## src/plp_params.svh

```systemverilog
// Register offsets, field positions, reset values and timing counts of the loop programming block
`ifndef PLP_PARAMS_SVH
`define PLP_PARAMS_SVH
`define PLP_OFS_CTRL     4'h0
`define PLP_OFS_BW       4'h4
`define PLP_OFS_PROG     4'h8
`define PLP_CTRL_IE      7
`define PLP_CTRL_FLAG    6
`define PLP_CTRL_PON     5
`define PLP_CTRL_BCS     4
`define PLP_BW_AUTO      7
`define PLP_BW_LOCK      6
`define PLP_BW_ACQ       5
`define PLP_RST_MUL      4'h6
`define PLP_RST_RANGE    4'h6
`define PLP_RST_PON      1'b1
`define PLP_CTRL_ONES    4'hF
`define PLP_WAIT_STATES  1
`endif

```

## src/plp_pkg.sv

```systemverilog
// Types shared by the loop programming block
package plp_pkg;
    // Avalon-MM request from the bus master
    typedef struct packed {
        logic        read;
        logic        write;
        logic [3:0]  address;
        logic [31:0] writedata;
    } plp_avreq_type;

    // Avalon-MM answer to the bus master
    typedef struct packed {
        logic        waitrequest;
        logic [31:0] readdata;
    } plp_avrsp_type;

    // Loop settings handed to the analog synthesizer
    typedef struct packed {
        logic       loopEnable;
        logic       baseClockSelect;
        logic [3:0] multiplier;
        logic [3:0] rangeMultiplier;
    } plp_loop_type;

    // Whole state of the block
    typedef struct packed {
        logic        waitreq;
        logic [31:0] rdata;
        logic        irqEnable;
        logic        lockFlag;
        logic        loopPower;
        logic        baseSel;
        logic        autoMode;
        logic        acqManual;
        logic [3:0]  feedbackRatio;
        logic [3:0]  vcoRange;
        logic [2:0]  lockSync;
        logic        lockStable;
        logic [2:0]  trackSync;
        logic        trackStable;
        logic        irq;
        plp_loop_type loopOut;
    } plp_state_type;
endpackage : plp_pkg

```

## src/plp_loop_prog.sv

```systemverilog
// Loop programming register, base clock select protection and lock-change interrupt
//
// Summary of operation
// RULE1 - Feedback ratio code gives multiplier; 0,1 give 1
// RULE2 - Feedback ratio resets to six
// RULE3 - Feedback ratio writes blocked while loop powered
// RULE4 - VCO range writes blocked while loop powered
// RULE5 - Zero range disables loop, clears base select
// RULE6 - Zero range refuses setting base select
// RULE7 - VCO range resets to six
// RULE8 - Automatic mode: every lock change raises request
// RULE9 - Interrupt forwarded only with enable set
// RULE10 - Flag set on change regardless of enable
// RULE11 - Manual mode: no interrupts, flag reads zero
// RULE12 - Software reads lock bit to find cause
// RULE13 - Base select accepted even when unlocked
// RULE14 - Software should check lock before selecting
// RULE15 - Wait state leaves clock generator untouched
// RULE16 - Automatic mode: tracking flag when acquisition done
// RULE17 - Automatic mode: lock bit when within tolerance
// RULE18 - Control register read clears flag; reset too
// RULE19 - No power-off under base select; no select unpowered
// RULE20 - Lock bit read-only; zero in manual mode
// RULE21 - Blocked writes complete normally, contents unchanged
//
// Register map, one byte per word in the low byte
//   0x0 control:     7 irq enable, 6 lock-change flag, 5 loop power, 4 base select, 3:0 read ones
//   0x4 bandwidth:   7 automatic mode, 6 lock (read only), 5 tracking, 4:0 read zero
//   0x8 programming: 7:4 feedback ratio, 3:0 VCO range
//   Other offsets read zero and ignore writes
//
// Bus timing
//   Every request sees exactly one wait state: waitrequest drops in the cycle
//   after the request appears and the access is taken at the next edge.
//   Read data are latched in the wait cycle, so they stand at the taking edge.
//
// Hazards and limits
//   Lock and tracking levels come from the analog loop with no clock relation,
//   so each passes three flops; a pulse shorter than two cycles may be lost.
//   A lock change and a control read in one cycle keep the flag set; software
//   sees it on its next read. A change in the read's wait cycle is cleared unread.
//   Selecting the VCO clock from power-off takes two control writes: the
//   select bit is honoured only when the loop was already powered.
//   There is no wait-mode input on purpose; the loop keeps its settings.
//   The crystal-loss indication is not built; that bit reads zero.
//
// The Avalon-MM interface to the registers and the placing of the registers were decided locally.
`timescale 1ns/1ns
`include "plp_params.svh"

module plp_loop_prog (
    input  wire logic                   clk_sys,
    input  wire logic                   rst_n,
    input  wire plp_pkg::plp_avreq_type avReq,
    output plp_pkg::plp_avrsp_type      avRsp,
    input  wire logic                   lockDetect,
    input  wire logic                   trackDetect,
    output plp_pkg::plp_loop_type       loopCtrl,
    output logic                        irq
);
    import plp_pkg::*;

    // Multiplier seen by the feedback divider
    function automatic logic [3:0] ratio_to_mult(input logic [3:0] code);
        ratio_to_mult = (code < 4'h2) ? 4'h1 : code; // RULE1
    endfunction : ratio_to_mult

    // Register select for one address
    function automatic logic hit(input logic [3:0] addr, input logic [3:0] ofs);
        hit = (addr == ofs);
    endfunction : hit

    plp_state_type st;      // Present state
    plp_state_type next_st; // Next state

    // Handshake terms
    logic accRd;   // Read taken at this edge
    logic accWr;   // Write taken at this edge
    logic lockChg; // Debounced lock level changed
    logic rangeOk; // Range field not all zeros

    // Next state of every flop
    always_comb begin
        next_st = st;
        accRd   = avReq.read && !st.waitreq;
        accWr   = avReq.write && !st.waitreq;

        // Waitrequest drops one cycle after a request shows up
        next_st.waitreq = !((avReq.read || avReq.write) && st.waitreq); // RULE21

        // Pin synchronisers, three stages each
        next_st.lockSync  = {st.lockSync[1:0], lockDetect};
        next_st.trackSync = {st.trackSync[1:0], trackDetect};
        // A level counts once stages two and three agree
        if (st.lockSync[1] == st.lockSync[2]) begin
            next_st.lockStable = st.lockSync[2]; // RULE17
        end
        if (st.trackSync[1] == st.trackSync[2]) begin
            next_st.trackStable = st.trackSync[2]; // RULE16
        end
        lockChg = (st.lockSync[1] == st.lockSync[2]) && (st.lockSync[2] != st.lockStable);

        // Register writes
        if (accWr && hit(avReq.address, `PLP_OFS_CTRL)) begin
            // Interrupt enable only writable in automatic mode
            next_st.irqEnable = avReq.writedata[`PLP_CTRL_IE] && st.autoMode;
            // Power stays on while the VCO drives the base clock
            next_st.loopPower = avReq.writedata[`PLP_CTRL_PON] || st.baseSel; // RULE19
            // Select needs power and a nonzero range; lock not needed
            // A write that drops power cannot raise select in the same cycle
            next_st.baseSel = avReq.writedata[`PLP_CTRL_BCS] && st.loopPower && next_st.loopPower; // RULE19 RULE13
        end
        if (accWr && hit(avReq.address, `PLP_OFS_BW)) begin
            next_st.autoMode = avReq.writedata[`PLP_BW_AUTO];
            // Manual value is kept aside while automatic mode runs
            if (!st.autoMode) begin
                next_st.acqManual = avReq.writedata[`PLP_BW_ACQ];
            end
        end
        // Programming fields frozen while the loop is powered
        if (accWr && hit(avReq.address, `PLP_OFS_PROG) && !st.loopPower) begin
            next_st.feedbackRatio = avReq.writedata[7:4]; // RULE3
            next_st.vcoRange      = avReq.writedata[3:0]; // RULE4
        end

        // Zero range forces the base select clear at all times
        rangeOk = (next_st.vcoRange != 4'h0);
        if (!rangeOk) begin
            next_st.baseSel = 1'b0; // RULE5 RULE6
        end
        // Manual mode forces the enable low
        if (!next_st.autoMode) begin
            next_st.irqEnable = 1'b0; // RULE11
        end

        // Lock-change flag: set wins over the read clear
        if (st.autoMode && lockChg) begin
            next_st.lockFlag = 1'b1; // RULE8 RULE10
        end else if (!st.autoMode) begin
            next_st.lockFlag = 1'b0; // RULE11
        end else if (accRd && hit(avReq.address, `PLP_OFS_CTRL)) begin
            next_st.lockFlag = 1'b0; // RULE18
        end

        // Read data prepared in the cycle before the read is taken
        next_st.rdata = 32'h0000_0000;
        if (avReq.read && st.waitreq) begin
            case (avReq.address)
                `PLP_OFS_CTRL: begin
                    next_st.rdata[`PLP_CTRL_IE]   = st.irqEnable;
                    next_st.rdata[`PLP_CTRL_FLAG] = st.lockFlag && st.autoMode; // RULE11
                    next_st.rdata[`PLP_CTRL_PON]  = st.loopPower;
                    next_st.rdata[`PLP_CTRL_BCS]  = st.baseSel;
                    next_st.rdata[3:0]            = `PLP_CTRL_ONES;
                end
                `PLP_OFS_BW: begin
                    next_st.rdata[`PLP_BW_AUTO] = st.autoMode;
                    next_st.rdata[`PLP_BW_LOCK] = st.autoMode && st.lockStable; // RULE20
                    next_st.rdata[`PLP_BW_ACQ]  = st.autoMode ? st.trackStable : st.acqManual; // RULE16
                end
                `PLP_OFS_PROG: begin
                    // Blocked writes leave these bits as they were
                    next_st.rdata[7:0] = {st.feedbackRatio, st.vcoRange}; // RULE21
                end
                default: begin
                    // Unmapped addresses read zero
                    next_st.rdata = 32'h0000_0000;
                end
            endcase
        end else begin
            next_st.rdata = st.rdata;
        end

        // Interrupt only with automatic mode and enable
        next_st.irq = next_st.lockFlag && next_st.irqEnable && next_st.autoMode; // RULE9 RULE11

        // Loop outputs; no wait-mode input, so wait never alters them
        next_st.loopOut.loopEnable      = next_st.loopPower && rangeOk; // RULE5 RULE15
        next_st.loopOut.baseClockSelect = next_st.baseSel;
        next_st.loopOut.multiplier      = ratio_to_mult(next_st.feedbackRatio); // RULE1
        next_st.loopOut.rangeMultiplier = next_st.vcoRange;
    end

    // State register
    always_ff @(posedge clk_sys or negedge rst_n) begin
        if (!rst_n) begin
            st                          <= '0;
            st.waitreq                  <= 1'b1;
            st.loopPower                <= `PLP_RST_PON;
            st.feedbackRatio            <= `PLP_RST_MUL;   // RULE2
            st.vcoRange                 <= `PLP_RST_RANGE; // RULE7
            st.loopOut.loopEnable       <= `PLP_RST_PON;
            st.loopOut.multiplier       <= `PLP_RST_MUL;
            st.loopOut.rangeMultiplier  <= `PLP_RST_RANGE;
        end else begin
            st <= next_st;
        end
    end

    // Outputs straight from flops
    assign avRsp.waitrequest = st.waitreq;
    assign avRsp.readdata    = st.rdata;
    assign loopCtrl          = st.loopOut;
    assign irq               = st.irq;

    logic progWrBlocked; // Write to programming register while powered
    assign progWrBlocked = accWr && hit(avReq.address, `PLP_OFS_PROG) && st.loopPower;
    logic progWrOpen; // Write to programming register while unpowered
    assign progWrOpen = accWr && hit(avReq.address, `PLP_OFS_PROG) && !st.loopPower;

    // Reads in their wait cycle; the data stand one cycle later
    logic rdCtrl; // Control read being prepared
    logic rdBw;   // Bandwidth read being prepared
    logic rdProg; // Programming read being prepared
    assign rdCtrl = avReq.read && st.waitreq && hit(avReq.address, `PLP_OFS_CTRL);
    assign rdBw   = avReq.read && st.waitreq && hit(avReq.address, `PLP_OFS_BW);
    assign rdProg = avReq.read && st.waitreq && hit(avReq.address, `PLP_OFS_PROG);
endmodule : plp_loop_prog

```

## config.mk

```make
export PLATFORM = sky130hd
export DESIGN_NAME = plp_loop_prog
export DESIGN_NICKNAME = d
export VERILOG_FILES = /design/src/plp_pkg.sv /design/src/plp_loop_prog.sv
export VERILOG_INCLUDE_DIRS = /design/src
export SDC_FILE = /design/constraint.sdc
export NUM_CORES = 1
export LEC_CHECK = 0
export BUFFER_PORTS_ARGS = -buffer_cell sky130_fd_sc_hd__buf_4
export CAP_MARGIN = 25
export CORE_MARGIN = 4
export CORE_UTILIZATION = 46
export DETAILED_ROUTE_END_ITERATION = 10
export PLACE_DENSITY = 0.79
export SLEW_MARGIN = 5
export SYNTH_ARGS = -nofsm -noshare
export SYNTH_HDL_FRONTEND = slang
export SYNTH_SLANG_ARGS = --single-unit
```

## constraint.sdc

```tcl
create_clock -name clk_sys -period 1.6 [get_ports clk_sys]
set_input_delay 0.24 -clock clk_sys [delete_from_list [all_inputs] [get_ports clk_sys]]
set_output_delay 0.24 -clock clk_sys [all_outputs]
set_load 0.01 [all_outputs]
```

==> metrics.cfg, run 1 <==
[drt]
first_pass_iters = 4
drtIter0Drc = 46
final_antenna_net_count = 0
vias_per_cell = 4.71
vias = 1131
wl_per_cell_um = 13.0
routed_wirelength_um = 3120
drc_errors = 0

[layout]
final_nets = 233
seq_area_um2 = 860
n_antenna_cell = 0
multi_input_area_um2 = 688
area_growth_pct = 12.1
fill_cells = 354
drive_gt1_share_pct = 41.7

[global_routing]
grt_pass1_wl_um = 5250
grt_pass1_vias = 1129
antenna_found_initial = 0
grt_max_degree = 35
grt_overflow = 0
track_usage_pct = 13.2

[setup_path]
ff2ff_path_depth = 5
cp_max_fo = 6
ff2ff_setup_slack_ns = 0.18
r2r-end = st[26]
arrival_ns = 1.59
r2r-start = avRsp[32]
cp-start-kind = flop
worstSetupPathType = reg -> reg
crit_required_ns = 1.76
cp-end-kind = flop

[floorplanning]
num_rows = 22
die_width_um = 71.0
ios = 86
initial_utilization_pct = 48.8
die_h_um = 71.0
coreArea_um2 = 3740
dieArea_um2 = 5040

[clock_network]
cts_tree = done
cts.sinks = 34
clock-root-buffer = clkbuf_8
cts_hold_buf = 1
cts_resized = 0
path_clk_slew_ns = 0.07
h-tree-depth = 2
cts_setup_buffers = 0
clock_latency_ns = 0.28
cts_max_path_buffers = 2
cts_buffers = 5

[sta]
tns_ns = 0
max_freq_mhz = 703
maxSlewViolCount = 0
period_share_pct = 88.9
clock_skew_ns = 0.00598
period_minus_slack_ns = 1.42
rsz0062_at_grt = false
hold_violations = 0
hold_slack_ns = 0.0665
setup_viol = 0

[placed_design]
port_buffers = 37
dp_hpwl_um = 2440
gp_congestion = 0.807

[status]
status = completed

[synthesis]
synth.distinct_cells = 34
synth-main-ff-cell = dfrtp_1
ys_seq_area_share_pct = 47.1
syn-cell-area_um2 = 1830
synth_area_leaders = dfrtp_1, buf_4, dfstp_2, mux2_4, mux2_2
avgSynthCellArea_um2 = 11.1
ys_ff_latch = 34
yosys_warnings = 0
synthesis.instances = 164
synth_top_cell_by_area = dfrtp_1
synth_edf_count = 0
synth_top_area_share_pct = 37.0
async_flop_share_pct = 100

[power]
power.switching_uw = 614
p_leak_nw = 1.03
switching_share_pct = 27.5
internal_power_mw = 1.62
ir_drop_mv = 0.489
pwr-share-seq_pct = 49.1
clkPwrFrac_pct = 28.7
p_comb_share_pct = 22.1
power.density_nw_per_um2 = 1090

[min_path]
holdPathStages = 1
hold_path_end = next_st[17]
hold_class = in -> reg
min-delay-start = lockDetect

[job]
maxCapViolCount = 0

==> per-layer routing <==
layer | track usage, % | vias to the layer above | part of all wire, %
li1 | - | 552 | -
met1 | 15.8 | 535 | 40
met2 | 21.5 | 40 | 51
met3 | 4.12 | 4 | 7.2
met4 | 6.26 | 0 | 1.8
met5 | 0 | - | 0
==> worst max-delay path, stage by stage (launching register included) <==
cell and delay, ns:
dfstp_2 0.53, nor2b_1 0.04, buf_4 0.15, nand4b_4 0.11, buf_4 0.17, mux2_4 0.30
==> Yosys cell counts, drive strengths merged, types with 4 or more instances <==
cell type / instances
buf: 46
dfrtp: 27
mux2: 15
nand2: 13
o21ai: 12
a21oi: 7
dfstp: 7
nor3: 5
nor2: 4
==> power by group through the flow <==
stage	Sequential (mW)	Clock, mW	Combinational, mW
6_report	1.10	0.642	0.494
5_1_grt	1.12	0.692	0.547
4_1_cts	1.10	0.656	0.503
3_5_place_dp	1.11	0	0.499
3_3_place_gp	1.11	0	0.488
2_1_floorplan	1.07	0	0.442
==> state kept, by name (all words and copies together) (netlist names) <==
name / cells
st: 12
avRsp: 9
loopCtrl: 8
next_st: 4
irq: 1
==> cell families after synthesis <==
kind of cell / count (synthesis) / synth area share [%]
adder cells (fa/ha/maj): 2 / 1.10
flip-flops: 34 / 47.1
multiplexers: 17 / 12.2
AND/OR/NAND/NOR: 35 / 11.3
buffers and inverters: 50 / 20.0
other: 1 / 0.205
AO/OA/AOI/OAI: 25 / 8.15
==> cell type report <==
| class | instances | area share [%] |
|---|---|---|
| clock buffer | 7 | 4.22 |
| timing repair buffer | 45 | 16.6 |
| sequential | 34 | 42.0 |
| multi-input combinational | 103 | 33.6 |
| inverter | 2 | 0.367 |
| clock inverter | 1 | 0.244 |
| tap | 48 | 2.93 |
==> stage by stage <==
stage          total power [mW]  worst slack, ns  cells  utilization (%)  area [µm²]
3_5_place_dp               1.61            0.139    231             52.0        1950
5_1_grt                    2.36            0.138    240             54.7        2050
2_1_floorplan              1.51            0.167    187                -        1910
4_1_cts                    2.26            0.179    240             54.7        2050
6_report                   2.23            0.178    240             54.7        2050
3_3_place_gp               1.60            0.136    231             52.0        1950
==> worst max path at each step <==
stage | start | depth (start not counted) | end | slack, ns
after global routing | avRsp[32] | 5 | st[23] | 0.14
after detailed placement | avReq[34] | 6 | loopCtrl[9] | 0.14
after CTS | avRsp[32] | 5 | st[26] | 0.18
after floorplan | avReq[35] | 5 | st[27] | 0.17
after global placement | avReq[34] | 6 | loopCtrl[9] | 0.14
final | avRsp[32] | 5 | st[26] | 0.18
==> placed cells by master, fill, tap and decap left out, types with 2 or more instances in the layout <==
cell and count:
buf_4 44, mux2_4 9, dfstp_2 7, a21oi_1 7, mux2i_1 2, nor2_1 4, mux2_2 6, conb_1 24
inv_1 2, nand3_1 2, clkbuf_8 6, maj3_1 2, nand2_1 13, nor2b_1 2, a32oi_1 2, nor3_1 3
dfrtp_1 27, o21ai_0 12, nor4_1 2
No activity file was read; power rests on OpenSTA's default activity.
==> run 2, diff against run 1 <==
- CTS_BUF_LIST: unset -> sky130_fd_sc_hd__clkbuf_16
==> run 2 against run 1 <==
Non-clock buffer count stayed put; combinational power about the same; clock-buffer cell count down 2; die area unchanged; critical endpoint is now st[23]; highest routed layer unchanged.
==> metrics.cfg, run 2 (same netlist as run 1, synthesis figures left out) <==
[layout]
n_antenna_cell = 0  ; unchanged
fin_util_pct = 55.9  ; +1.2 points
mostFrequentLayoutCells = buf_4, dfrtp_1, conb_1, nand2_1, o21ai_0
regMostFlops = st
finalNonFillerCells = 240  ; unchanged
fill_cells = 344  ; -2.8%
area_growth_pct = 14.6
largest_register_ffs = 12  ; unchanged
drive_gt1_share_pct = 41.1  ; -0.52 points
mostFrequentLayoutCell = buf_4
final_nets = 233  ; unchanged

[drt]
routed_wirelength_um = 3230  ; +3.3%
vias = 1128  ; -0.27%
vias_per_cell = 4.70  ; -0.27%
wl_per_cell_um = 13.4  ; +3.3%
final_antenna_net_count = 0  ; unchanged
drtIter0Drc = 54  ; +17%
drc_errors = 0  ; unchanged
first_pass_iters = 4  ; unchanged

[placed_design]
dp_hpwl_um = 2440  ; unchanged
gp_congestion = 0.807  ; unchanged
dp_cells = 231  ; unchanged
port_buffers = 37  ; unchanged

[global_routing]
grt_pass1_vias = 1147  ; +1.6%
grt_overflow = 0  ; unchanged
grt_pass1_wl_um = 5330  ; +1.4%
track_usage_pct = 13.4  ; +0.18 points
grt_max_degree = 35  ; unchanged
antenna_found_initial = 0  ; unchanged

[min_path]
holdPathStages = 1  ; unchanged
min-delay-start = lockDetect
hold_class = in -> reg
hold_path_end = next_st[17]

[setup_path]
cpMostUsedCell = buf_4
cp_slowest_cell = dfstp_2
ff2ff_setup_slack_ns = 0.18  ; about the same
r2r-start = avRsp[32]
cp_max_fo = 6  ; unchanged
ff2ff_path_depth = 5  ; unchanged
crit_chain = nor2b_1 -> buf_4 -> nand4b_4 -> buf_4 -> mux2_4
cpPeakStageDelay_ns = 0.53  ; about the same
cp-start-kind = flop
worstSetupPathType = reg -> reg
cp-end-kind = flop
arrival_ns = 1.58  ; about the same
r2r-end = st[23]
crit_required_ns = 1.75  ; about the same

[clock_network]
cts.sinks = 34  ; unchanged
path_clk_slew_ns = 0.05  ; -0.02 ns
cts_setup_buffers = 0  ; unchanged
cts_buffers = 5  ; unchanged
clock-root-buffer = clkbuf_16
cts_tree = done
clock_latency_ns = 0.27  ; about the same
h-tree-depth = 2  ; unchanged
cts_max_path_buffers = 2  ; unchanged

[power]
p_leak_nw = 1.05  ; +2.4%
power.density_nw_per_um2 = 1190  ; +8.7%
ir_drop_mv = 0.592  ; +21%

[status]
status = completed

[floorplanning]
die_h_um = 71.0  ; unchanged
ios = 86  ; unchanged
num_rows = 22  ; unchanged
initial_utilization_pct = 48.8  ; unchanged
coreArea_um2 = 3740  ; unchanged
dieArea_um2 = 5040  ; unchanged
die_width_um = 71.0  ; unchanged

[sta]
tns_ns = 0  ; unchanged
maxSlewViolCount = 0  ; unchanged
period_minus_slack_ns = 1.42  ; +0.00237 ns
period_share_pct = 89.1  ; +0.15 points
max_freq_mhz = 702  ; -0.17%
rsz0062_at_grt = false
setup_viol = 0  ; unchanged
hold_violations = 0  ; unchanged
clock_skew_ns = 0.00558  ; -0.000399 ns

[job]
maxCapViolCount = 0  ; unchanged

## run 2: changes by cell type in the layout (fill, tap and decap cells not counted), sizes merged
cell,before,now
clkinv,1,2
inv,2,3
clkbuf,7,5
## run 2: where the power goes
| group | leakage, nW | internal (mW) | switching, mW | total [mW] |
|---|---|---|---|---|
| clock | 0.0724 | 0.561 | 0.322 | 0.883 |
| sequential | 0.419 | 1.00 | 0.101 | 1.10 |
| combinational | 0.558 | 0.273 | 0.224 | 0.497 |
## run 2: critical path: cells and delay by family (launching register included)
kind	cells	cell delay, ns
simple gates	2	0.15
mux	1	0.30
flops	1	0.53
buf+inv	2	0.32
## run 2: final cells by class
cell class / count / area [µm²] / share of cell area, %
inverter: 2 / 7.51 / 0.359
sequential: 34 / 860 / 41.1
multi-input combinational: 103 / 688 / 32.9
clock buffer: 5 / 125 / 5.98
timing repair buffer: 45 / 340 / 16.3
tap: 48 / 60.1 / 2.87
clock inverter: 3 / 12.5 / 0.598
## run 2: how the worst max path moves through the flow
stage / to / start / depth (start not counted) / slack (ns)
2_1_floorplan: st[27] / avReq[35] / 5 / 0.17
3_3_place_gp: loopCtrl[9] / avReq[34] / 6 / 0.14
3_5_place_dp: loopCtrl[9] / avReq[34] / 6 / 0.14
4_1_cts: st[23] / avRsp[32] / 5 / 0.17
5_1_grt: st[23] / avRsp[32] / 5 / 0.14
6_report: st[23] / avRsp[32] / 5 / 0.18
## run 2: repair_timing
| action | CTS | global route |
|---|---|---|
| gates resized for setup | 0 | 0 |
| endpoints found under the hold margin | 27 | 0 |
| endpoints found under the setup margin | 0 | 0 |
| hold buffers | 1 | 0 |
## run 2: metrics by stage
| stage | hold slack [ns] | total power [mW] | setup slack, ns | cell area [µm²] |
|---|---|---|---|---|
| floorplan | -0.0556 | 1.51 | 0.167 | 1910 |
| global placement | 0.203 | 1.60 | 0.136 | 1950 |
| detailed placement | 0.202 | 1.61 | 0.139 | 1950 |
| CTS | 0.0696 | 2.51 | 0.174 | 2090 |
| global route | 0.0677 | 2.61 | 0.137 | 2090 |
| finish | 0.0737 | 2.48 | 0.175 | 2090 |
## run 2: routing by layer
| metal | part of all wire, % | vias to the layer above | GRT usage [%] |
|---|---|---|---|
| li1 | - | 552 | - |
| met1 | 40 | 535 | 15.6 |
| met2 | 52 | 39 | 22.0 |
| met3 | 7.0 | 2 | 4.40 |
| met4 | 1.1 | 0 | 6.47 |
| met5 | 0 | - | 0 |
